===== config.mk =====
export PLATFORM = sky130hd
export DESIGN_NAME = exec_unit
export DESIGN_NICKNAME = d
export VERILOG_FILES = /design/src/exec_pkg.sv /design/src/exec_decode.sv /design/src/exec_unit.sv
export SDC_FILE = /design/constraint.sdc
export NUM_CORES = 1
export LEC_CHECK = 0
export ABC_AREA = 1
export BUFFER_PORTS_ARGS = -buffer_cell sky130_fd_sc_hd__buf_2
export CORE_ASPECT_RATIO = 1.2
export CORE_MARGIN = 2
export CORE_UTILIZATION = 51
export DETAILED_ROUTE_END_ITERATION = 16
export HOLD_SLACK_MARGIN = 0.08
export PLACE_DENSITY = 0.77
export SLEW_MARGIN = 15
export SYNTH_ARGS = -nofsm -noshare
export SYNTH_HDL_FRONTEND = slang
export SYNTH_HIERARCHICAL = 1
export SYNTH_SLANG_ARGS = --single-unit

===== constraint.sdc =====
create_clock -name i_clock -period 2.35 [get_ports i_clock]
set_input_delay 0.1175 -clock i_clock [delete_from_list [all_inputs] [get_ports i_clock]]
set_output_delay 0.1175 -clock i_clock [all_outputs]
set_load 0.01 [all_outputs]

===== src/exec_pkg.sv =====
// Shared constants and carrier types for the table-read / exclusive-OR / zero-test unit
package exec_pkg;
  localparam int unsigned INSTR_W = 14;
  localparam int unsigned DATA_W = 8;
  localparam int unsigned FADDR_W = 7;
  localparam int unsigned PADDR_W = 16;
  localparam int unsigned PTR_HI_W = 8;

  // Fixed encodings and field layouts
  localparam logic [13:0] OP_TABLE_LOWER = 14'h0050;
  localparam logic [13:0] OP_TABLE_UPPER = 14'h0058;
  localparam logic [6:0] PFX_NULL_TEST = 7'h11;
  localparam logic [5:0] PFX_LIT_EXOR = 6'h1f;
  localparam logic [5:0] PFX_FILE_EXOR = 6'h06;
  localparam int unsigned DEST_BIT = 7;
  localparam int unsigned ROM_HI_LSB = 8;
  localparam int unsigned ROM_HI_W = 6;
  localparam logic [7:0] ZERO_BYTE = 8'h00;

  typedef enum logic [2:0] {
    OP_NONE,
    OP_TAB_LO,
    OP_TAB_HI,
    OP_NULL_TEST,
    OP_LIT_EXOR,
    OP_FILE_EXOR
  } op_kind_t;

  typedef struct packed {
    op_kind_t kind;
    logic dest_file;
    logic [FADDR_W-1:0] faddr;
    logic [DATA_W-1:0] literal;
  } decoded_t;

  // Register-file write request
  typedef struct packed {
    logic en;
    logic [FADDR_W-1:0] addr;
    logic [DATA_W-1:0] data;
  } file_wr_t;

  // Program-memory read request
  typedef struct packed {
    logic en;
    logic [PADDR_W-1:0] addr;
  } rom_rd_t;
endpackage


===== src/exec_decode.sv =====
// Combinational instruction classifier for the unit
`timescale 1ns/1ps
module exec_decode (
  // Instruction word
  input wire logic [exec_pkg::INSTR_W-1:0] i_instr,
  // Decoded fields
  output exec_pkg::decoded_t o_dec
);
  import exec_pkg::*;

  always_comb begin
    o_dec = '0;
    o_dec.kind = OP_NONE;
    o_dec.dest_file = i_instr[DEST_BIT];
    o_dec.faddr = i_instr[FADDR_W-1:0];
    o_dec.literal = i_instr[DATA_W-1:0];
    if (i_instr == OP_TABLE_LOWER) begin
      o_dec.kind = OP_TAB_LO;
    end else if (i_instr == OP_TABLE_UPPER) begin
      o_dec.kind = OP_TAB_HI;
    end else if (i_instr[INSTR_W-1 -: $bits(PFX_NULL_TEST)] == PFX_NULL_TEST) begin
      o_dec.kind = OP_NULL_TEST;
    end else if (i_instr[INSTR_W-1 -: $bits(PFX_LIT_EXOR)] == PFX_LIT_EXOR) begin
      o_dec.kind = OP_LIT_EXOR;
    end else if (i_instr[INSTR_W-1 -: $bits(PFX_FILE_EXOR)] == PFX_FILE_EXOR) begin
      o_dec.kind = OP_FILE_EXOR;
    end
  end
endmodule


===== src/exec_unit.sv =====
// Execution unit for table reads, exclusive-OR and zero test
// What this block does
// - Upper table read loads accumulator with high byte of ROM at pointer.
// - Pattern 0x0050 is lower table read; no operands, flags untouched.
// - Each table read takes two instruction cycles before the next.
// - Zero test sets zero flag when addressed register is zero; one cycle.
// - Literal exclusive-OR replaces accumulator and updates zero flag.
// - Register exclusive-OR writes accumulator (d=0) or register (d=1); updates zero.
`timescale 1ns/1ps
module exec_unit (
  // Clock and reset
  input wire logic i_clock,
  input wire logic i_rst_n,
  // Instruction issue, one per i_cycle_en
  input wire logic i_cycle_en,
  input wire logic i_valid,
  input wire logic [exec_pkg::INSTR_W-1:0] i_instr,
  // Register-file read port, combinational on o_file_raddr
  input wire logic [exec_pkg::DATA_W-1:0] i_file_rdata,
  // Table pointer sources
  input wire logic [exec_pkg::PTR_HI_W-1:0] i_table_pointer_upper,
  input wire logic [exec_pkg::DATA_W-1:0] i_indirect_select_reg,
  // Program-memory data, valid the cycle after the request
  input wire logic [exec_pkg::INSTR_W-1:0] i_rom_data,
  // Accumulator and flags
  output logic [exec_pkg::DATA_W-1:0] o_acc,
  output logic o_zero,
  output logic o_busy,
  output logic o_done,
  // Register-file ports
  output logic [exec_pkg::FADDR_W-1:0] o_file_raddr,
  output exec_pkg::file_wr_t o_file_wr,
  // Program-memory read
  output exec_pkg::rom_rd_t o_rom_rd
);
  import exec_pkg::*;

  // ****************************************
  // Reset synchroniser
  // ****************************************
  // Release passes two flops so every state flop leaves reset on one edge
  logic rst_meta_q;
  logic rst_sync_q;

  always_ff @(posedge i_clock or negedge i_rst_n) begin
    if (!i_rst_n) begin
      rst_meta_q <= 1'b0;
      rst_sync_q <= 1'b0;
    end else begin
      rst_meta_q <= 1'b1;
      rst_sync_q <= rst_meta_q;
    end
  end

  // ****************************************
  // State
  // ****************************************
  typedef enum logic {
    ST_IDLE,
    ST_TABLE
  } phase_t;

  typedef struct packed {
    // Outputs are fields here, so each one comes straight from a flop
    phase_t phase;
    logic upper;
    logic [DATA_W-1:0] acc;
    logic zero;
    logic busy;
    logic done;
    logic [FADDR_W-1:0] raddr;
    file_wr_t wr;
    rom_rd_t rd;
  } state_t;

  state_t s_q;
  state_t s_d;
  decoded_t dec;
  logic take;
  logic [PADDR_W-1:0] table_ptr;
  logic [DATA_W-1:0] operand;
  logic [DATA_W-1:0] result;
  logic result_zero;
  logic operand_zero;
  logic [DATA_W-1:0] rom_byte;

  // ****************************************
  // Decode
  // ****************************************
  exec_decode u_decode (
    .i_instr(i_instr),
    .o_dec(dec)
  );

  // Register read data must already match the f field when the request is taken
  // A held request is only taken on an instruction cycle with no table read open
  assign take = i_cycle_en && i_valid &&
                (s_q.phase == ST_IDLE);

  // ****************************************
  // Table pointer
  // ****************************************
  // High register over indirect select bits 7..0; captured at issue
  assign table_ptr = {i_table_pointer_upper, i_indirect_select_reg};

  // ****************************************
  // Operand path
  // ****************************************
  // Both exclusive-OR forms share one gate array; only the operand source differs
  always_comb begin
    operand = i_file_rdata;
    if (dec.kind == OP_LIT_EXOR) begin
      operand = dec.literal;
    end
    result = s_q.acc ^ operand;
    result_zero = (result == ZERO_BYTE);
    // Zero test looks at the register alone, never at the accumulator
    operand_zero = (i_file_rdata == ZERO_BYTE);
  end

  // ****************************************
  // Table word byte select
  // ****************************************
  // A 14-bit word has only six bits above the low byte; the rest read as zero
  always_comb begin
    rom_byte = i_rom_data[DATA_W-1:0];
    if (s_q.upper) begin
      rom_byte = {{(DATA_W-ROM_HI_W){1'b0}},
                  i_rom_data[ROM_HI_LSB +: ROM_HI_W]};
    end
  end

  // ****************************************
  // Next state
  // ****************************************
  always_comb begin
    s_d = s_q;
    s_d.done = 1'b0;
    s_d.wr.en = 1'b0;
    s_d.rd.en = 1'b0;
    s_d.raddr = dec.faddr;
    unique case (s_q.phase)
      ST_IDLE: begin
        if (take) begin
          unique case (dec.kind)
            OP_TAB_LO, OP_TAB_HI: begin
              s_d.rd.en = 1'b1;
              s_d.rd.addr = table_ptr;
              s_d.upper = (dec.kind == OP_TAB_HI);
              s_d.phase = ST_TABLE;
              s_d.busy = 1'b1;
            end
            OP_NULL_TEST: begin
              // Only sets; a nonzero register leaves the flag as it was
              if (operand_zero) begin
                s_d.zero = 1'b1;
              end
              s_d.done = 1'b1;
            end
            OP_LIT_EXOR: begin
              s_d.acc = result;
              s_d.zero = result_zero;
              s_d.done = 1'b1;
            end
            OP_FILE_EXOR: begin
              if (dec.dest_file) begin
                s_d.wr.en = 1'b1;
                s_d.wr.addr = dec.faddr;
                s_d.wr.data = result;
              end else begin
                s_d.acc = result;
              end
              s_d.zero = result_zero;
              s_d.done = 1'b1;
            end
            OP_NONE: begin
              // Opcodes outside this unit leave the accumulator, zero flag and busy as they were; done clears and the read address follows f
              s_d.done = 1'b0;
            end
            default: begin
              s_d.done = 1'b0;
            end
          endcase
        end
      end
      ST_TABLE: begin
        // Second instruction cycle: zero flag untouched; accumulator loads, busy clears and done pulses
        // Program data is only promised at the next cycle enable, so wait for it
        if (i_cycle_en) begin
          s_d.acc = rom_byte;
          s_d.phase = ST_IDLE;
          s_d.busy = 1'b0;
          s_d.done = 1'b1;
        end
      end
    endcase
  end

  // ****************************************
  // State register
  // ****************************************
  always_ff @(posedge i_clock or negedge rst_sync_q) begin
    if (!rst_sync_q) begin
      s_q <= '0;
    end else begin
      s_q <= s_d;
    end
  end

  // ****************************************
  // Outputs
  // ****************************************
  assign o_acc = s_q.acc;
  assign o_zero = s_q.zero;
  assign o_busy = s_q.busy;
  assign o_done = s_q.done;
  assign o_file_raddr = s_q.raddr;
  assign o_file_wr = s_q.wr;
  assign o_rom_rd = s_q.rd;
endmodule


==> reports/metrics.yaml, run 1 <==
ios: 107
hold_viol_final: 0
area_delta_synth_final_pct: 14.1
start_util: 0.532
drt-initial-drc-count: 119
slew_viol_final: 0
layout_min_cycle_time_ps: 2180
grt_max_degree: 37
postSynthAreaPerCell_um2: 7.88
core_area_um2: 6090
clk_latency_ps: 310
detail-route-antenna-nets: 0
die_w_um: 76.8
grt_usage: 0.218
tightest_slew_ps: 792
synthCells: 411
status: "finished, final reports clean"
synthesis.nets: 467
nNetsFinal: 537
max_freq_mhz: 458
netlist_area_um2: 3240
worstPathRequired_ps: 2590
ys_ff_latch: 55
path_buf_inv: 2
final_util: 0.607
worstPathCellList: "dlygate4sd3_1 -> buf_2 -> nor2_1 -> nand2_1 -> nor2_1 -> nand2_1 -> nand2_1 -> nand4_2 -> a21oi_4 -> nor2_1 -> a22oi_2"
arrival_ps: 2420
totalWireLength_um: 7470
drive_above_1_share: 0.304
gp_congestion: 0.896
finalSetupTns_ps: 0
ff_latch_area_um2: 1380
pre_cts_slack_ps: 218
root_buffer: "clkbuf_8"
cp_max_fo: 16
powerDensity_nw_per_um2: 614
via_count: 2742
yosysTopAreaCellShare: 0.425
hold_class: "in2async"
setup_viol: 0
slowest_stage: "dlygate4sd3_1"
ys_seq_area_frac: 0.425
clk_pin_slew_ps: 100
cap_violations: 0
vias_per_cell: 4.88
synth_warnings: 6
cts_buffers: 5
post-route-period-util: 0.929
grt_pass1_wl_um: 12300
setup_slack_ps: 168
antenna_found_initial: 0
cts_buffer_depth: 2
worst_clock_skew_ps: 7.77
crit_family: "simple AND/OR/NAND/NOR gates"
yosysTopAreaCell: "dfrtp_1"
end_kind: "flop"
die_area_um2: 7010
cts_tree: "yes"
yosysUniqueCellTypes: 29
peakVddDrop_uv: 225
synth_area_leaders: "dfrtp_1 (42%), nand2_1 (16%), buf_4 (15%)"
p_total_uw: 2270
critPathMaxStageDelay_ps: 540
io_buffers: 106
critPathKind: "in2reg"
grt_pass1_vias: 2686
multi_input_area_um2: 1190
clock-sinks: 55
firstDrtPassIters: 4
drc_errors: 0
rows: 31
slew_headroom: 0.472
htree_levels: 2
wl_per_cell_um: 13.3
n_antenna_cell: 0
start_kind: "input port"
rsz0062_at_grt: "true"
dp_hpwl_um: 5440
p_leak_uw: 0.00211
fill_cells: 563
die_y_um: 91.3
holdWs_ps: 117
overflow: 0
-- worst paths after layout --
kind                       cells after the start            end  slack (ps)     startpoint
hold / removal                                 2     rst_sync_q         120        i_rst_n
setup / recovery                              11       o_acc[3]         170     i_instr[0]
max in group asynchronous                      1  o_file_wr[15]        1280     rst_sync_q
min in group i_clock                           5       o_acc[6]         220  i_rom_data[6]
hold reg to reg                                0    o_rom_rd[3]         360     rst_sync_q
setup reg to reg                               6   o_file_wr[2]         670        s_q[52]
-- timing repair --
| action | in CTS | in global routing |
|---|---|---|
| buffers inserted | 0 | 1 |
| endpoints found under the hold margin | 31 | 0 |
| setup endpoints to repair | 0 | 9 |
| resized for setup | 0 | 2 |
| hold buffers | 25 | 0 |
-- routing by layer --
metal	global-route usage	share of wire	routed length (um)
met4	0.0970	0.027	204
met1	0.275	0.41	3060
met5	0	0	0
met3	0.0417	0.052	387
met2	0.364	0.51	3820
-- registers in the layout, indices dropped and copies added, names as in the netlist --
register and flops:
o_rom_rd 17, o_file_wr 16, o_acc 8, o_file_raddr 7, s_q 2, o_busy 1, o_done 1, o_zero 1
rst_meta_q 1, rst_sync_q 1
-- placed cells by master (no fill, tap or decap) --
| cell type | count |
|---|---|
| inv_2 | 1 |
| nand2_2 | 4 |
| nand4_2 | 1 |
| nand2_1 | 133 |
| o21ai_0 | 8 |
| nand3b_1 | 3 |
| a22oi_2 | 8 |
| a31oi_1 | 1 |
| o22ai_1 | 1 |
| nor3_4 | 1 |
| a21oi_1 | 3 |
| nor2_2 | 4 |
| conb_1 | 1 |
| clkinv_2 | 1 |
| dfrtp_2 | 1 |
| inv_4 | 1 |
| o21ai_1 | 5 |
| a21oi_2 | 1 |
| dfrtp_1 | 54 |
| nor2_4 | 3 |
| buf_2 | 106 |
| xor2_1 | 1 |
| nor2_1 | 32 |
| buf_4 | 5 |
| nand4_1 | 2 |
| clkinvlp_4 | 1 |
| nand2_4 | 2 |
| inv_1 | 31 |
| a21oi_4 | 1 |
| dlygate4sd3_1 | 25 |
| or2_1 | 2 |
| nand3_1 | 32 |
| clkbuf_8 | 5 |
-- through the flow --
stage | instance area [um2] | std cells
5_1_grt | 3700 | 562
6_report | 3700 | 562
3_5_place_dp | 3350 | 530
4_1_cts | 3680 | 561
2_1_floorplan | 3240 | 411
3_3_place_gp | 3350 | 530
-- layout make-up --
| type | count | share of cell area |
|---|---|---|
| clock buffers | 5 | 0.0186 |
| clock inverters | 1 | 0.00203 |
| inverters | 34 | 0.0355 |
| multi-input cells | 249 | 0.322 |
| flip-flops and latches | 55 | 0.372 |
| well taps | 82 | 0.0277 |
| repair buffers | 136 | 0.221 |
-- kinds of logic after synthesis --
logic type | Yosys count | synth area share
flip-flops | 55 | 0.425
AND/OR/NAND/NOR | 219 | 0.296
other | 1 | 0.00116
buffers and inverters | 107 | 0.210
AO/OA/AOI/OAI | 28 | 0.0649
XOR/XNOR | 1 | 0.00270
-- cell usage after synthesis --
| cell type | number |
|---|---|
| nand2_1 | 134 |
| buf_4 | 64 |
| dfrtp_1 | 55 |
| nand3_1 | 32 |
| nor2_1 | 32 |
| inv_1 | 31 |
| a22oi_2 | 8 |
| o21ai_0 | 8 |
| buf_2 | 5 |
| o21ai_1 | 5 |
| buf_6 | 4 |
| nor2_2 | 4 |
| a21oi_1 | 3 |
| nand2_2 | 3 |
| nand3b_1 | 3 |
| nor2_4 | 3 |
| a21oi_2 | 2 |
| nand2_4 | 2 |
| nand4_1 | 2 |
| or2_1 | 2 |
| a31oi_1 | 1 |
| clkinv_2 | 1 |
| conb_1 | 1 |
| inv_2 | 1 |
| inv_4 | 1 |
| nand4_2 | 1 |
| nor3_4 | 1 |
| o22ai_1 | 1 |
| xor2_1 | 1 |
-- power by group --
| group | internal, uW | total (uW) | switching, uW | leakage [uW] |
|---|---|---|---|---|
| Clock | 199 | 493 | 294 | 0.0000361 |
| Sequential | 1060 | 1160 | 99.4 | 0.000712 |
| Combinational | 271 | 619 | 348 | 0.00136 |
No activity file was read; power rests on OpenSTA's default activity.
==> run 2, diff against run 1 <==
--- a/config.mk
+++ b/config.mk
@@ -12,7 +12,7 @@
 export CORE_UTILIZATION = 51
 export DETAILED_ROUTE_END_ITERATION = 16
 export HOLD_SLACK_MARGIN = 0.08
-export PLACE_DENSITY = 0.77
+export PLACE_DENSITY = 0.86
 export SLEW_MARGIN = 15
 export SYNTH_ARGS = -nofsm -noshare
 export SYNTH_HDL_FRONTEND = slang
==> run 2 against run 1 <==
Effect of this change: clock power rose by 8.9%; critical path depth rose by 6; critical path type unchanged; first-iteration DRC count is 37% higher; sequential share of layout area decreased by 0.28 points; via count down 1.2%; sequential power is essentially flat; combinational power about the same; worst setup slack gained 12 ps; clock skew up 4.8 ps; highest routed layer unchanged; flip-flop and latch count did not move.
==> reports/metrics.yaml, run 2 (synthesized netlist as in run 1, its figures left out) <==
final_common_cell: "nand2_1"
p_int_uw: 1570
tightest_slew_ps: 550
drive_above_1_share: 0.308
htree_levels: 2
cap_violations: 0
p_sw_frac: 0.318
io_buffers: 106
antenna_found_initial: 0
overflow: 0
slew_viol_final: 0
core_area_um2: 6090
ios: 107
hold_viol_final: 0
worst_clock_skew_ps: 12.6
die_y_um: 91.3
finalSetupTns_ps: 0
die_w_um: 76.8
n_antenna_cell: 0
rsz0062_at_grt: "false"
root_buffer: "clkbuf_8"
start_kind: "input port"
p_comb_frac: 0.267
die_area_um2: 7010
post-route-period-util: 0.923
dp_hpwl_um: 5310
drc_errors: 0
grt_max_degree: 26
cts_buffer_depth: 2
arrival_ps: 2420
largest_register_ffs: 17
r2r_slack_ps: 650
start_util: 0.532
cts_buffers: 5
hold_class: "in2async"
vias_per_cell: 4.79
status: "finished, final reports clean"
wl_per_cell_um: 12.8
clk_pin_slew_ps: 100
endpoint: "o_zero"
fill_cells: 551
via_count: 2709
area_delta_synth_final_pct: 15.0
r2r_end: "s_q[51]"
p_leak_uw: 0.00212
end_kind: "flop"
final_util: 0.612
cts_tree: "yes"
powerDensity_nw_per_um2: 619
clk_latency_ps: 310
nNetsFinal: 538
max_freq_mhz: 461
seqPwrFrac: 0.500
grt_pass1_wl_um: 11900
clock-sinks: 55
slew_headroom: 0.633
grt_pass1_vias: 2636
worstPathRequired_ps: 2600
setup_viol: 0
pwr-share-clk: 0.233
grt_usage: 0.211
most-common-layout-cells: "nand2_1 (132), buf_2 (106), dfrtp_1 (54)"
rows: 31
ff2ff_path_depth: 7
cp_max_fo: 12
firstDrtPassIters: 4
drt-initial-drc-count: 163
timing.rr.start: "s_q[52]"
switching_power_uw: 734
critPathKind: "in2reg"
detail-route-antenna-nets: 0
gp_congestion: 0.897
peakVddDrop_uv: 534
totalWireLength_um: 7240
layout_min_cycle_time_ps: 2170
critPathLaunch: "i_instr[0]"
-- run 2: cell count changes in the layout (fill, tap and decap cells not counted), sizes merged --
cell / previous run / this run
clkbuf: 5 / 7
clkinv: 1 / 2
clkinvlp: 1 / 0
nor2: 39 / 40
-- run 2: final cells by class --
type                       count  area, um2  share of cell area
clock inverter                 1       8.76             0.00235
multi-input combinational    250       1200               0.322
clock buffer                   7       86.3              0.0232
tap                           82        103              0.0275
inverter                      34        131              0.0353
timing repair buffer         136        818               0.220
sequential                    55       1380               0.370
-- run 2: power groups by stage --
stage / logic [uW] / registers [uW] / clock network, uW
floorplan: 504 / 1160 / 0
detailed placement: 576 / 1170 / 0
CTS: 613 / 1150 / 550
global route: 685 / 1170 / 588
global placement: 561 / 1170 / 0
finish: 617 / 1150 / 537
-- run 2: critical path, stage by stage --
cell	delay [ps]
dlygate4sd3_1	530
buf_2	140
nor2_1	120
nand3_1	120
nor2_1	110
nand2_1	70
nand2_2	190
nor2_4	100
nand2_4	160
nand2_1	100
nand2_1	70
nand2_1	60
nand2_1	110
nand2_1	70
nor2_1	100
nand2_1	110
a21oi_2	120
-- run 2: worst min-delay path by stage --
stage | cells past startpoint | slack [ps] | end
finish | 2 | 110 | rst_sync_q
floorplan | 0 | -180 | rst_meta_q
CTS | 2 | 100 | rst_sync_q
global placement | 1 | -100 | rst_meta_q
detailed placement | 1 | -100 | rst_meta_q
global route | 2 | 130 | rst_sync_q
-- run 2: what timing repair did --
item                                    CTS  global route
endpoints found under the setup margin    0             9
endpoints found under the hold margin    30             0
hold buffers                             25             0
setup buffers                             0             1
resized for setup                         0             3
-- run 2: stage by stage --
stage / total power [uW] / worst slack, ps / hold WS, ps / area (um2) / std cells
finish: 2310 / 180 / 111 / 3730 / 565
global route: 2440 / 19.8 / 126 / 3730 / 565
CTS: 2310 / 0.0886 / 105 / 3700 / 563
detailed placement: 1750 / 241 / -96.9 / 3350 / 530
global placement: 1730 / 296 / -96.8 / 3350 / 530
floorplan: 1660 / 705 / -178 / 3240 / 411
-- run 2: per-layer routing --
metal,up-vias,global-route usage,part of all wire
met1,1221,0.257,0.39
li1,1353,-,-
met3,29,0.0378,0.052
met4,0,0.127,0.045
met5,-,0,0
met2,106,0.347,0.51
